[src/include/ldi_pkg.sv]
// Shared constants for the memory-side initialization state tracker
package ldi_pkg;
  // Clock period in picoseconds (20 MHz)
  localparam int CLK_PERIOD_PS = 50000;
  // Times as printed
  localparam int POST_RESET_WAIT_US = 1;
  localparam int AUTO_INIT_MAX_TIME_US = 10;
  localparam int INITIAL_CAL_TIME_US = 1;
  localparam int AUTO_INIT_MIN_NS = 1000;
  // Derived cycle counts: least times round up, longest round down
  localparam int POST_RESET_WAIT_CYC = (POST_RESET_WAIT_US * 1000000 + CLK_PERIOD_PS - 1)
    / CLK_PERIOD_PS;
  localparam int AUTO_INIT_MAX_CYC = (AUTO_INIT_MAX_TIME_US * 1000000) / CLK_PERIOD_PS;
  localparam int INITIAL_CAL_CYC = (INITIAL_CAL_TIME_US * 1000000 + CLK_PERIOD_PS - 1)
    / CLK_PERIOD_PS;
  // Internal auto-initialization duration, below the maximum
  localparam int AUTO_INIT_RUN_CYC = (AUTO_INIT_MIN_NS * 1000 + CLK_PERIOD_PS - 1)
    / CLK_PERIOD_PS;
  localparam int CNT_W = 16;
  // Avalon register byte offsets
  localparam logic [3:0] ADDR_CTRL = 4'h0;
  localparam logic [3:0] ADDR_STATUS = 4'h4;
  localparam logic [3:0] ADDR_MR0 = 4'h8;
  // Control bit positions
  localparam int CTRL_TRAIN_POS = 0;
  localparam int CTRL_ODT_POS = 1;
  // Status bit positions
  localparam int ST_IDLE_POS = 0;
  localparam int ST_READY_POS = 1;
  localparam int ST_TRAIN_POS = 2;
  localparam int ST_BANKS_POS = 3;
  localparam int ST_HIZ_POS = 4;
  localparam int ST_STATE_POS = 8;
  // Reset values
  localparam logic [1:0] CTRL_RESET = 2'h0;
  // Mode register addresses and operand codes used by the sequence
  localparam logic [7:0] MA_DEV_INFO = 8'h00;
  localparam logic [7:0] MA_CAL = 8'h0A;
  localparam logic [7:0] MA_CA_TRAIN = 8'h29;
  localparam logic [7:0] MA_RESET = 8'h3F;
  localparam logic [7:0] CAL_INIT_CODE = 8'hFF;
  localparam logic [7:0] TRAIN_EXIT_CODE = 8'hA8;
  // Auto-init status bit in mode register 0
  localparam int AUTO_INIT_STATUS_POS = 0;

  typedef enum logic [2:0] {
    ST_POWERED = 3'h0,
    ST_NOP_PHASE = 3'h1,
    ST_RESET_WAIT = 3'h2,
    ST_AUTO_INIT = 3'h3,
    ST_IDLE = 3'h4,
    ST_CA_TRAIN = 3'h5,
    ST_CAL = 3'h6,
    ST_READY = 3'h7
  } ldi_state_type;
endpackage

[src/logic/ldi_sync.sv]
// Two-flop synchroniser for a group of pin inputs
`timescale 1ns/1ps
`default_nettype none
module ldi_sync #(
  parameter int WIDTH = 1
) (
  // Clock and reset
  input wire logic clock,
  input wire logic rst,
  // Data
  input wire logic [WIDTH-1:0] d,
  output logic [WIDTH-1:0] q
);
  logic [WIDTH-1:0] meta_r;
  logic [WIDTH-1:0] q_r;

  always_ff @(posedge clock or posedge rst) begin
    if (rst) begin
      meta_r <= '0;
      q_r <= '0;
    end else begin
      meta_r <= d;
      q_r <= meta_r;
    end
  end

  assign q = q_r;
endmodule
`default_nettype wire

[src/logic/ldi_core.sv]
// Memory-side initialization sequencer with mode-register decode and status registers
`timescale 1ns/1ps
`default_nettype none
module ldi_core
  import ldi_pkg::*;
#(
  parameter int RUN_CYC = AUTO_INIT_RUN_CYC
) (
  // Clock and reset
  input wire logic clock,
  input wire logic rst,
  // Memory pins, sampled asynchronously
  input wire logic cke_pin,
  input wire logic mem_clk_pin,
  input wire logic odt_pin,
  // Decoded command from the CA bus, on the memory clock
  input wire logic cmd_mrw,
  input wire logic cmd_mrr,
  input wire logic [7:0] cmd_ma,
  input wire logic [7:0] cmd_op,
  // Mode-register read answer
  output logic [7:0] mrr_data,
  output logic mrr_data_oe,
  // Avalon-MM slave
  input wire logic [3:0] avs_address,
  input wire logic avs_read,
  input wire logic avs_write,
  input wire logic [31:0] avs_writedata,
  output logic [31:0] avs_readdata,
  output logic avs_waitrequest
);
  // Auto-init must end inside its maximum, or the run would be cut short at the maximum
  if (RUN_CYC < 1 || RUN_CYC > AUTO_INIT_MAX_CYC) begin : g_bad_run
    $error("RUN_CYC out of range");
  end

  logic [3:0] sync_out;
  logic cke_s, clk_s, mrw_s, mrr_s;
  ldi_sync #(.WIDTH(4)) u_sync (
    .clock(clock),
    .rst(rst),
    .d({cke_pin, mem_clk_pin, cmd_mrw, cmd_mrr}),
    .q(sync_out)
  );
  assign {cke_s, clk_s, mrw_s, mrr_s} = sync_out;

  // Command is sampled at the rising memory-clock edge seen in our domain
  logic clk_d_r;
  logic [7:0] ma_s, op_s;
  logic [15:0] ca_sync_out;
  // Address and operand are set with the strobe and held across the edge,
  // so a plain two-flop path per bit has settled by the time the edge is seen
  ldi_sync #(.WIDTH(16)) u_ca_sync (
    .clock(clock),
    .rst(rst),
    .d({cmd_ma, cmd_op}),
    .q(ca_sync_out)
  );
  assign {ma_s, op_s} = ca_sync_out;
  wire clk_rise = clk_s & ~clk_d_r;
  wire mrw_ev = clk_rise & mrw_s & cke_s;
  wire mrr_ev = clk_rise & mrr_s & cke_s;
  wire is_reset = mrw_ev & (ma_s == MA_RESET);
  wire is_cal = mrw_ev & (ma_s == MA_CAL);
  wire is_train = mrw_ev & (ma_s == MA_CA_TRAIN);

  ldi_state_type state_r, state_nxt;
  logic [CNT_W-1:0] cnt_r, cnt_nxt;
  logic cke_seen_r, auto_busy_r, auto_busy_nxt;
  logic [1:0] ctrl_r;
  logic odt_lock_r, odt_viol_r;

  always_comb begin
    state_nxt = state_r;
    cnt_nxt = cnt_r + CNT_W'(1);
    auto_busy_nxt = auto_busy_r;
    case (state_r)
      ST_POWERED: begin
        cnt_nxt = '0;
        if (cke_s) begin
          state_nxt = ST_NOP_PHASE;
        end
      end
      ST_NOP_PHASE: begin
        cnt_nxt = '0;
      end
      ST_RESET_WAIT: begin
        if (cnt_r >= CNT_W'(POST_RESET_WAIT_CYC - 1)) begin
          // Auto-init times its own run from zero
          state_nxt = ST_AUTO_INIT;
          cnt_nxt = '0;
        end
      end
      ST_AUTO_INIT: begin
        // Finish early, clear status, and never exceed the maximum
        if (cnt_r >= CNT_W'(RUN_CYC - 1)) begin
          auto_busy_nxt = 1'b0;
        end
        if (!auto_busy_r || cnt_r >= CNT_W'(AUTO_INIT_MAX_CYC - 1)) begin
          state_nxt = ST_IDLE;
          auto_busy_nxt = 1'b0;
        end
      end
      ST_IDLE: begin
        cnt_nxt = '0;
        // Training can only be entered from idle
        if (is_train && ctrl_r[CTRL_TRAIN_POS]) begin
          state_nxt = ST_CA_TRAIN;
        end else if (is_cal) begin
          state_nxt = ST_CAL;
        end
      end
      ST_CA_TRAIN: begin
        cnt_nxt = '0;
        // No automatic exit: only an exit write returns to idle
        if (is_train && op_s == TRAIN_EXIT_CODE) begin
          state_nxt = ST_IDLE;
        end
      end
      ST_CAL: begin
        if (cnt_r >= CNT_W'(INITIAL_CAL_CYC - 1)) begin
          state_nxt = ST_READY;
        end
      end
      ST_READY: begin
        cnt_nxt = '0;
      end
      default: begin
        state_nxt = ST_POWERED;
      end
    endcase
    // A reset write restarts from the reset step in every state except ST_POWERED
    if (is_reset && state_r != ST_POWERED) begin
      state_nxt = ST_RESET_WAIT;
      cnt_nxt = '0;
      auto_busy_nxt = 1'b1;
    end
  end

  always_ff @(posedge clock or posedge rst) begin
    if (rst) begin
      state_r <= ST_POWERED;
      cnt_r <= '0;
      auto_busy_r <= 1'b1;
      clk_d_r <= 1'b0;
    end else begin
      state_r <= state_nxt;
      cnt_r <= cnt_nxt;
      auto_busy_r <= auto_busy_nxt;
      clk_d_r <= clk_s;
    end
  end

  // Termination input must stay static from clock-enable until calibration ends
  logic odt_s, odt_ref_r;
  ldi_sync #(.WIDTH(1)) u_odt_sync (
    .clock(clock),
    .rst(rst),
    .d(odt_pin),
    .q(odt_s)
  );
  always_ff @(posedge clock or posedge rst) begin
    if (rst) begin
      cke_seen_r <= 1'b0;
      odt_lock_r <= 1'b0;
      odt_ref_r <= 1'b0;
      odt_viol_r <= 1'b0;
    end else begin
      if (cke_s && !cke_seen_r) begin
        cke_seen_r <= 1'b1;
        odt_lock_r <= 1'b1;
        odt_ref_r <= odt_s;
      end else if (state_r == ST_READY) begin
        odt_lock_r <= 1'b0;
      end
      if (odt_lock_r && odt_s != odt_ref_r) begin
        odt_viol_r <= 1'b1;
      end
    end
  end

  // Mode register 0 reads return auto-init status in bit 0
  logic [7:0] mr0_val;
  always_comb begin
    mr0_val = 8'h00;
    mr0_val[AUTO_INIT_STATUS_POS] = auto_busy_r;
  end
  // Reads accepted only after the post-reset wait and never during CA training
  wire rd_ok = mrr_ev && (ma_s == MA_DEV_INFO)
    && state_r != ST_POWERED && state_r != ST_NOP_PHASE && state_r != ST_RESET_WAIT
    && state_r != ST_CA_TRAIN;
  logic [7:0] mrr_data_r;
  logic mrr_oe_r;
  always_ff @(posedge clock or posedge rst) begin
    if (rst) begin
      mrr_data_r <= 8'h00;
      mrr_oe_r <= 1'b0;
    end else begin
      mrr_data_r <= rd_ok ? mr0_val : mrr_data_r;
      mrr_oe_r <= rd_ok & cke_s;
    end
  end
  assign mrr_data = mrr_data_r;
  // High impedance whenever clock-enable is low
  assign mrr_data_oe = mrr_oe_r & cke_s;

  // Avalon-MM registers: one wait state on reads, writes take effect at once
  logic rd_pend_r;
  logic [31:0] rdata_r;
  wire sel_ctrl = avs_address == ADDR_CTRL;
  wire sel_status = avs_address == ADDR_STATUS;
  wire sel_mr0 = avs_address == ADDR_MR0;
  // Banks reported precharged whenever idle
  wire banks_pre = state_r == ST_IDLE || state_r == ST_READY;
  wire [31:0] status_word = {20'h00000, 1'b0, state_r, 3'h0, ~cke_s, banks_pre,
    state_r == ST_CA_TRAIN, state_r == ST_READY, state_r == ST_IDLE};
  wire [31:0] rd_mux = sel_ctrl ? {29'h0, odt_viol_r, ctrl_r} :
    sel_status ? status_word :
    sel_mr0 ? {24'h000000, mr0_val} : 32'h00000000;
  assign avs_waitrequest = avs_read & ~rd_pend_r;
  assign avs_readdata = rdata_r;

  always_ff @(posedge clock or posedge rst) begin
    if (rst) begin
      rd_pend_r <= 1'b0;
      rdata_r <= 32'h00000000;
      ctrl_r <= CTRL_RESET;
    end else begin
      rd_pend_r <= avs_read & ~rd_pend_r;
      if (avs_read && !rd_pend_r) begin
        rdata_r <= rd_mux;
      end
      if (avs_write && sel_ctrl) begin
        ctrl_r <= avs_writedata[1:0];
      end
    end
  end
endmodule
`default_nettype wire

[config.mk]
export PLATFORM = sky130hd
export DESIGN_NAME = ldi_core
export DESIGN_NICKNAME = d
export VERILOG_FILES = /design/src/include/ldi_pkg.sv /design/src/logic/ldi_sync.sv /design/src/logic/ldi_core.sv
export SDC_FILE = /design/constraint.sdc
export NUM_CORES = 1
export LEC_CHECK = 0
export ABC_AREA = 1
export BUFFER_PORTS_ARGS = -buffer_cell sky130_fd_sc_hd__buf_2
export CAP_MARGIN = 40
export CORE_MARGIN = 2
export CORE_UTILIZATION = 55
export DETAILED_ROUTE_END_ITERATION = 8
export HOLD_SLACK_MARGIN = 0.02
export PLACE_DENSITY = 0.86
export SYNTH_ARGS = -nofsm -noshare
export SYNTH_HDL_FRONTEND = slang
export SYNTH_SLANG_ARGS = --single-unit
[constraint.sdc]
create_clock -name clock -period 3.8 [get_ports clock]
set_clock_uncertainty 0.05 [all_clocks]
set_input_delay 0.19 -clock clock [delete_from_list [all_inputs] [get_ports clock]]
set_output_delay 0.19 -clock clock [all_outputs]
set_load 0.05 [all_outputs]
Word-level counts from Yosys, hierarchy flattened --
Cells that the tools add are included.
Word-level totals: bits in registers 104, output and inout bits 42, word-level logic and storage cells 108
Cells by class: add/subtract/negate cells 1, $lt $le $gt $ge 2, equality and inequality tests 23, multiplexer cells 21, bitwise gates (word level) 14, reductions and logical operators 28
Operators with widths (number):
- $mux W16 | 2
- $pmux W16 S2 | 1
- $mux W3 | 8
- $mux W11 | 2
- $pmux W3 S6 | 1
- $add A16 B1 Y16 const B | 1
- $eq A8 B6 Y1 const B | 2
- $ge A16 B5 Y1 const B | 1
- $ge A16 B8 Y1 const B | 1
- $eq A3 B3 Y1 const B | 4
- $logic_and A1 B1 Y1 | 12
- $ne A3 B3 Y1 const B | 4
- $and A1 B1 Y1 | 11
- $eq A8 B4 Y1 const B | 1
- $eq A8 B8 Y1 const B | 1
- $logic_not A8 Y1 | 1
- $mux W1 | 7
- $reduce_and A7 Y1 | 1
- $reduce_bool A7 Y1 | 1
- $eq A3 B2 Y1 const B | 2
- $ne A3 B1 Y1 const B | 2
- $ne A3 B2 Y1 const B | 2
- $reduce_bool A3 Y1 | 2
- $reduce_or A5 Y1 | 1
- 12 further kinds | 18

Longest topological paths before layout --
Gate-level depths: netlist of the first run.
word-level depth 10, gate-level depth with buffers 12

Cells and area by module --
A second synthesis of the first run with hierarchy kept.
Second synthesis, totals: cell total of the unflattened synthesis 376, area total of the unflattened synthesis 3517.1 um^2
By module, submodules not included:
- ldi_core | instances 1, cells each 331, area each 2454.9 um^2, seq. area each 952.2 um^2
- ldi_sync at u_ca_sync | instances 1, cells each 33, area each 804.5 um^2, seq. area each 800.8 um^2
- ldi_sync at u_sync | instances 1, cells each 9, area each 203.9 um^2, seq. area each 200.2 um^2
- ldi_sync at u_odt_sync | instances 1, cells each 3, area each 53.8 um^2, seq. area each 50.0 um^2

Least setup slack after synthesis of the first run --
Ideal clock, no wire load.
path type reg2reg, start point reg rd_pend_r, end point reg rdata_r[0], in the netlist avs_readdata[0], data arrival time 1682 ps, required time 3614 ps, path slack 1932 ps, stages on the path, launching flop included 6, path through dfrtp_1 -> nor2_1 -> inv_1 -> clkbuf_1 -> nand2_1 -> o21ai_0
On the way: cells in the longest elaborated chain, start to end 2
RTL lines:
- from (decl) | RTL line ldi_core.sv:208 | logic rd_pend_r;
- from (signal assigned) | RTL line ldi_core.sv:229 | rd_pend_r <= avs_read & ~rd_pend_r;
- $logic_not A1 Y1 | RTL line ldi_core.sv:230 | if (avs_read && !rd_pend_r) begin
- $logic_and A1 B1 Y1 | RTL line ldi_core.sv:230
- to (signal assigned) | RTL line ldi_core.sv:231 | rdata_r <= rd_mux;
- to (decl) | RTL line ldi_core.sv:209 | logic [31:0] rdata_r;
No other way between the ends. A chain may end at the register's enable or synchronous reset.

Worst setup path after layout of the first run --
start point reg cnt_r[0], end point reg cnt_r[14]
On the way: cells in the longest elaborated chain, start to end 4
RTL lines:
- from (decl) | RTL line ldi_core.sv:68 | logic [CNT_W-1:0] cnt_r, cnt_nxt;
- from (signal assigned) | RTL line ldi_core.sv:148 | cnt_r <= cnt_nxt;
- $add A16 B1 Y16 / $ge A16 B5 Y1 (equally long branches) | RTL line ldi_core.sv:75, ldi_core.sv:88
- $mux W16 | RTL line ldi_core.sv:88 | if (cnt_r >= CNT_W'(POST_RESET_WAIT_CYC - 1)) begin
- $pmux W16 S2 (*) | RTL line ldi_core.sv:77 | case (state_r)
- $mux W16 (*) | RTL line ldi_core.sv:133 | if (is_reset && state_r != ST_POWERED) begin
- net cnt_nxt[14] | RTL line ldi_core.sv:68
Mark *: on every way through the listed nets, which the timed path passes. The rest lies on a longest branch.

==> results of run 1 <==
[synthesized netlist by cell type (4+ instances only)]
library cell  number
dfrtp_1           79
nand2_1           69
inv_1             50
nor2_1            45
buf_4             32
nand3_1           21
nor3_1            10
o21ai_0            7
xor2_1             6
a21oi_1            5
o31ai_1            5
nand4_1            4
[power breakdown]
part	switching [µW]	internal, µW
Combinational	269	113
Sequential	38.7	903
Clock	316	236
Total	624	1250
[final cells by class]
| class | count | area [µm²] | area share (%) |
|---|---|---|---|
| Tap cell | 75 | 93.8 | 2.33 |
| Sequential cell | 80 | 2000 | 49.8 |
| Inverter | 51 | 191 | 4.76 |
| Clock inverter | 6 | 45.0 | 1.12 |
| Multi-Input combinational cell | 228 | 1100 | 27.4 |
| Clock buffer | 9 | 124 | 3.08 |
| Timing Repair Buffer | 67 | 463 | 11.5 |
[path summary, 6_finish.rpt]
kind | cells after the start | from | end
max in group asynchronous | 4 | rst | u_ca_sync.meta_r[1]
worst min-delay path | 3 | avs_write | ctrl_r[0]
worst max register to register | 8 | cnt_r[0] | cnt_r[14]
worst max-delay path | 8 | cnt_r[0] | cnt_r[14]
min in group asynchronous | 3 | rst | mrr_data[0]
worst min register to register | 0 | u_sync.meta_r[3] | u_sync.q[3]
[flip-flops by register name, summed over array words and instances (netlist names), 2 cells and up]
signal	flops
state_r	3
cnt_r	16
ctrl_r	2
u_ca_sync.meta_r	16
u_sync.q	4
avs_readdata	8
u_ca_sync.q	16
u_sync.meta_r	4
[worst max-delay path: cells and delay by family (launching register included)]
family	cells	cell delay, ps
and+or+nand+nor	5	730
adders and majority gates	1	220
buffers and inverters	1	50
AOI/OAI and AO/OA	1	320
DFF	1	400
[through the flow]
stage	std cells	hold slack [ps]	instance area [µm²]	setup slack, ps
after detailed placement	476	249	3600	1930
final	516	144	4020	1930
after CTS	516	139	4020	1910
after global routing	516	161	4020	1710
after global placement	476	245	3600	2000
after floorplan	392	171	3540	1510
[layer usage]
layer / global-route usage, % / share of wire, %
met4: 10.7 / 1.8
met5: 0 / 0
met3: 4.17 / 6.0
met1: 24.0 / 42
met2: 32.4 / 51
[kinds of logic after synthesis]
family                     after synthesis  share of synthesized area [%]
and+or+nand+nor                        162                           21.2
buffers and inverters                   84                           12.7
DFF                                     80                           58.5
AOI/OAI and AO/OA                       25                           4.67
xor gates and xnor gates                 7                           1.79
muxes                                    2                          0.657
adders and majority gates                1                          0.365
other                                    1                          0.109
[what timing repair did]
action | in CTS | in global routing
hold buffers | 25 | 0
endpoints found under the hold margin | 51 | 0
resized for setup | 0 | 0
==> impl_results.md, run 1 <==
* DRT Pass-1 Iters at 5
* # diodes at 0
* CTS H-tree depth at 3
* Core area at 5960 µm²
* Largest net degree at the start of global routing at 53
* Top-level port count at 103
* Seq/Total Area, Yosys at 58.5%
* Avg Synthesized Cell Area at 9.47 µm²
* Detailed-route wire length per cell at 12.3 µm
* Syn-to-layout area delta at 17.3%
* Routed vias at 2,509
* Routed Antenna Nets at 0
* Type of origin of the critical path: flop
* Clock tree sinks at 80
* Library cells used by synthesis at 31
* Worst Setup End Kind: flop
* CTS tree: built
* Total track usage at 19.6%
* Cell repeated most along the worst path: nand2_1
* Initial Util at 57.5%
* Share of layout cells above drive strength 1 at 16.1%
* DRT Wirelength at 6.33 mm
* Tightest Hold Check Type: input port to flop
* CP Cell Sequence: ha_1, inv_1, nand2_1, nand2_1, nand3_1, nor2_1, o211ai_2, nor3_1
* Ys Warns at 0
* Pwr Total at 1880 µW
* Post-synth EDFFs at 0
* Synth Flop Type: dfrtp_1
* Commonest non-fill, non-tap cell in the layout: dfrtp_1
* DRT iter0 DRCs at 201
* Arr. time, crit path at 2080 ps
* Skew-Pair Late Insertion Delay at 350 ps
* Row count at 28
* I/O Buffers at 41
* Status: complete, no violations
* Vias in the first global route at 2,446
* Top cell type's share of synthesized area at 57.7%
* # fillers at 471
* Post-Syn Area at 3430 µm²
* CP Class: flop to flop
* Slew Viols, Final at 0
* Clock Path Buffers at 2
* Slew HR at 53.9%
* Leak at 0.00203 µW
* Most frequent cells in the layout: dfrtp_1 (79), nand2_1 (69), inv_1 (49), nor2_1 (45), buf_2 (41)
* CP Max Fanout at 16
* Maximum clock rate at 535 MHz
* Final period util at 49.2%
* Worst-path clk slew at 90 ps
* Die width at 82.9 µm
* Post-layout util at 67.5%
* Gp weighted congestion at 0.882
* DIE AREA at 6880 µm²
* Crit path required time at 4010 ps
* Setup Buffers After CTS at 0
* Initial antenna violation count at 0
* Final Hold Fails at 0
* Vias/cell at 4.86
* Inserted Clock Buffers at 9
* VDD IR max at 0.000299 V
* DRC at 0
* Pwr Density at 466 nW/µm²
* Cell taking the most area after synthesis: dfrtp_1
* CP peak stage delay at 400 ps
* Seq cells post-synth at 80
* Reg-to-reg slack, setup at 1930 ps
* Setup violators final at 0
* Die Y at 82.9 µm
* Worst Tran Pin Value at 690 ps
* Synth area leaders: dfrtp_1 (58%), nand2_1 (7.6%), buf_4 (7.0%)
* Post-layout minimum cycle time at 1870 ps
* Global-route wire length before repair at 10.8 mm
* Nets@finish at 499
* CTS Root Cell: clkbuf_8
* Congestion Overflow GR at 0
* Max Cap Viol at 0
* Total negative slack at 0 ps
* Slowest stage cell on the critical path: dfrtp_1
* Post-synth ARST share at 100%
* RSZ-0062 raised after global routing: false
* Dpl hpwl at 4.17 mm
* Syn Inst Count at 362
No activity file was read; power rests on OpenSTA's default activity.
==> run 2: changes to the inputs <==
--- a/config.mk
+++ b/config.mk
@@ -9,10 +9,10 @@
 export BUFFER_PORTS_ARGS = -buffer_cell sky130_fd_sc_hd__buf_2
 export CAP_MARGIN = 40
 export CORE_MARGIN = 2
-export CORE_UTILIZATION = 55
+export CORE_UTILIZATION = 46
 export DETAILED_ROUTE_END_ITERATION = 8
 export HOLD_SLACK_MARGIN = 0.02
-export PLACE_DENSITY = 0.86
+export PLACE_DENSITY = 0.77
 export SYNTH_ARGS = -nofsm -noshare
 export SYNTH_HDL_FRONTEND = slang
 export SYNTH_SLANG_ARGS = --single-unit
==> constraint.sdc (replaced) <==
create_clock -name clock -period 1.5 [get_ports clock]
set_clock_uncertainty 0.05 [all_clocks]
set_input_delay 0.075 -clock clock [delete_from_list [all_inputs] [get_ports clock]]
set_output_delay 0.075 -clock clock [all_outputs]
set_load 0.05 [all_outputs]
==> run 2 against run 1 <==
  * The flow now finishes with violations (setup timing)
  * First-iteration DRC count decreased by 27%
  * Final cell count increased by 12%
  * Clock-buffer cell count unchanged
  * Maximum frequency increased by 11%
  * Wire length increased by 16%
  * Utilization decreased by 3.2 points
  * Non-clock buffer count increased by 38
  * Sequential share of layout area decreased by 6.6 points
  * Setup slack got worse by 2100 ps
  * Die area increased by 19%
  * Sequential power increased to 2.5 times the previous value
  * Largest cell class unchanged
==> impl_results.md, run 2 (synthesized netlist as in run 1, its figures left out) <==
* Status: finished with violations
* Failing checks: setup timing
* Cell Area, Placed at 3910 µm²
* Max Cap Viol at 0
* CP Class: flop to flop
* DIE AREA at 8160 µm²
* Hold EP: ctrl_r[0]
* I/O Buffers at 41
* Detailed-route wire length per cell at 12.7 µm
* CP Max Fanout at 4
* Placement Setup Slack at -170 ps
* Final period util at 112%
* Hold Startpoint: avs_write
* Global-route wire length before repair at 11.9 mm
* Clock tree sinks at 80
* CP peak stage delay at 380 ps
* Reg2reg end: state_r[1]
* RSZ-0062 raised after global routing: true
* Commonest non-fill, non-tap cell in the layout: dfrtp_1
* Worst-path clk slew at 90 ps
* Worst R2R Start: cnt_r[1]
* Congestion Overflow GR at 0
* Core area at 7210 µm²
* Dpl hpwl at 4.51 mm
* Total track usage at 18.5%
* Leak at 0.00230 µW
* Final setup margin at -187 ps
* Initial antenna violation count at 0
* Nets@finish at 538
* Multi-input logic area at 1310 µm²
* Minimum hold slack at 39.2 ps
* Vias/cell at 4.72
* Initial Util at 47.5%
* Reg2reg path depth at 12
* Inserted Clock Buffers at 9
* CTS Root Cell: clkbuf_8
* Post-layout minimum cycle time at 1690 ps
* Slowest stage cell on the critical path: dfrtp_1
* Reg-to-reg slack, setup at -190 ps
* Pwr Density at 1180 nW/µm²
* Cell repeated most along the worst path: nand2_2
* Row count at 31
* Die Y at 90.3 µm
* Routed Antenna Nets at 0
* # diodes at 0
* Top-level port count at 103
* CP Cell Sequence: ha_2, nand2_2, nand2_2, nor2_2, nor2_1, nor2_1, nand3_1, nand2_2, nor2_4, nand2_2, nand2_1, nand2_1
* Tightest Hold Check Type: input port to flop
* Most frequent cells in the layout: dfrtp_1 (79), nand2_1 (58), inv_1 (46), buf_2 (41), nor2_1 (35)
* DRT Pass-1 Iters at 4
* Setup violators final at 20
* CTS H-tree depth at 3
* Syn-to-layout area delta at 35.4%
* Worst Tran Pin Value at 500 ps
* Largest net degree at the start of global routing at 37
* Gp weighted congestion at 0.879
* Routed vias at 2,734
* VDD IR max at 0.000736 V
* CTS tree: built
* Die width at 90.3 µm
* Design area at 4640 µm²
* WHS Path Cells at 3
* Crit path required time at 1690 ps
* Share of layout cells above drive strength 1 at 31.7%
* Skew-Pair Late Insertion Delay at 350 ps
* DRT iter0 DRCs at 147
* # fillers at 543
* Vias in the first global route at 2,685
* DRT Wirelength at 7.34 mm
* WP buf/inv at 0
* DRC at 0
* Arr. time, crit path at 1880 ps
* Slew HR at 66.6%
* Register area at 2000 µm²
* Post-layout util at 64.3%
* Clock Path Buffers at 2
* Type of origin of the critical path: flop
* Final Hold Fails at 0
* Worst Setup End Kind: flop
* Maximum clock rate at 593 MHz
* Slew Viols, Final at 0
* Top cell family by delay on the critical path: simple AND/OR/NAND/NOR gates
run 2: changes by cell type in the layout (fill, tap and decap cells not counted), sizes merged:
cell	delta
inv	-1
buf	+38
clkinv	-1
o211ai	+1
bufinv	+2
run 2: final cells by class:
cell class | count | share of cell area [%]
clock buffer | 9 | 2.67
clock inverter | 6 | 2.00
inverter | 51 | 4.21
multi-input combinational | 229 | 28.2
sequential | 80 | 43.2
tap | 99 | 2.67
timing repair buffer | 105 | 17.1
run 2: tightest hold or removal path: stages:
cell,delay [ps]
buf_2,100
nand2_1,80
mux2_2,150
run 2: worst max-delay path by stage:
stage	start	to	cells after the start
after global placement	u_ca_sync.q[14]	state_r[2]	10
after global routing	u_ca_sync.q[9]	state_r[1]	10
final	cnt_r[1]	state_r[1]	12
after floorplan	cnt_r[0]	cnt_r[7]	9
after CTS	cnt_r[1]	state_r[1]	12
after detailed placement	cnt_r[0]	cnt_r[13]	8
run 2: repair_timing:
| item | CTS | global route |
|---|---|---|
| setup endpoints to repair | 20 | 22 |
| buffers inserted | 2 | 7 |
| pin swaps | 11 | 16 |
| cloned | 1 | 0 |
| hold buffers | 25 | 0 |
| gates resized for setup | 20 | 25 |
| hold endpoints to repair | 45 | 0 |
run 2: through the flow:
step	cells	power [µW]	setup TNS (ps)
finish	579	5460	-2140
global route	579	5710	-3690
CTS	572	5320	-1060
detailed placement	529	3460	-1930
global placement	529	3430	-863
floorplan	392	3240	-10.6
run 2: report_power, final:
part           switching [µW]  total [µW]  internal [µW]
Clock                     792        1730            939
Sequential               79.0        2370           2290
Combinational             847        1360            517
run 2: layer usage:
metal / track usage (%) / up-vias / share of wire (%)
li1: - / 1298 / -
met4: 7.82 / 0 / 3.1
met1: 21.9 / 1307 / 39
met3: 4.01 / 24 / 4.9
met2: 32.5 / 105 / 53
met5: 0 / - / 0
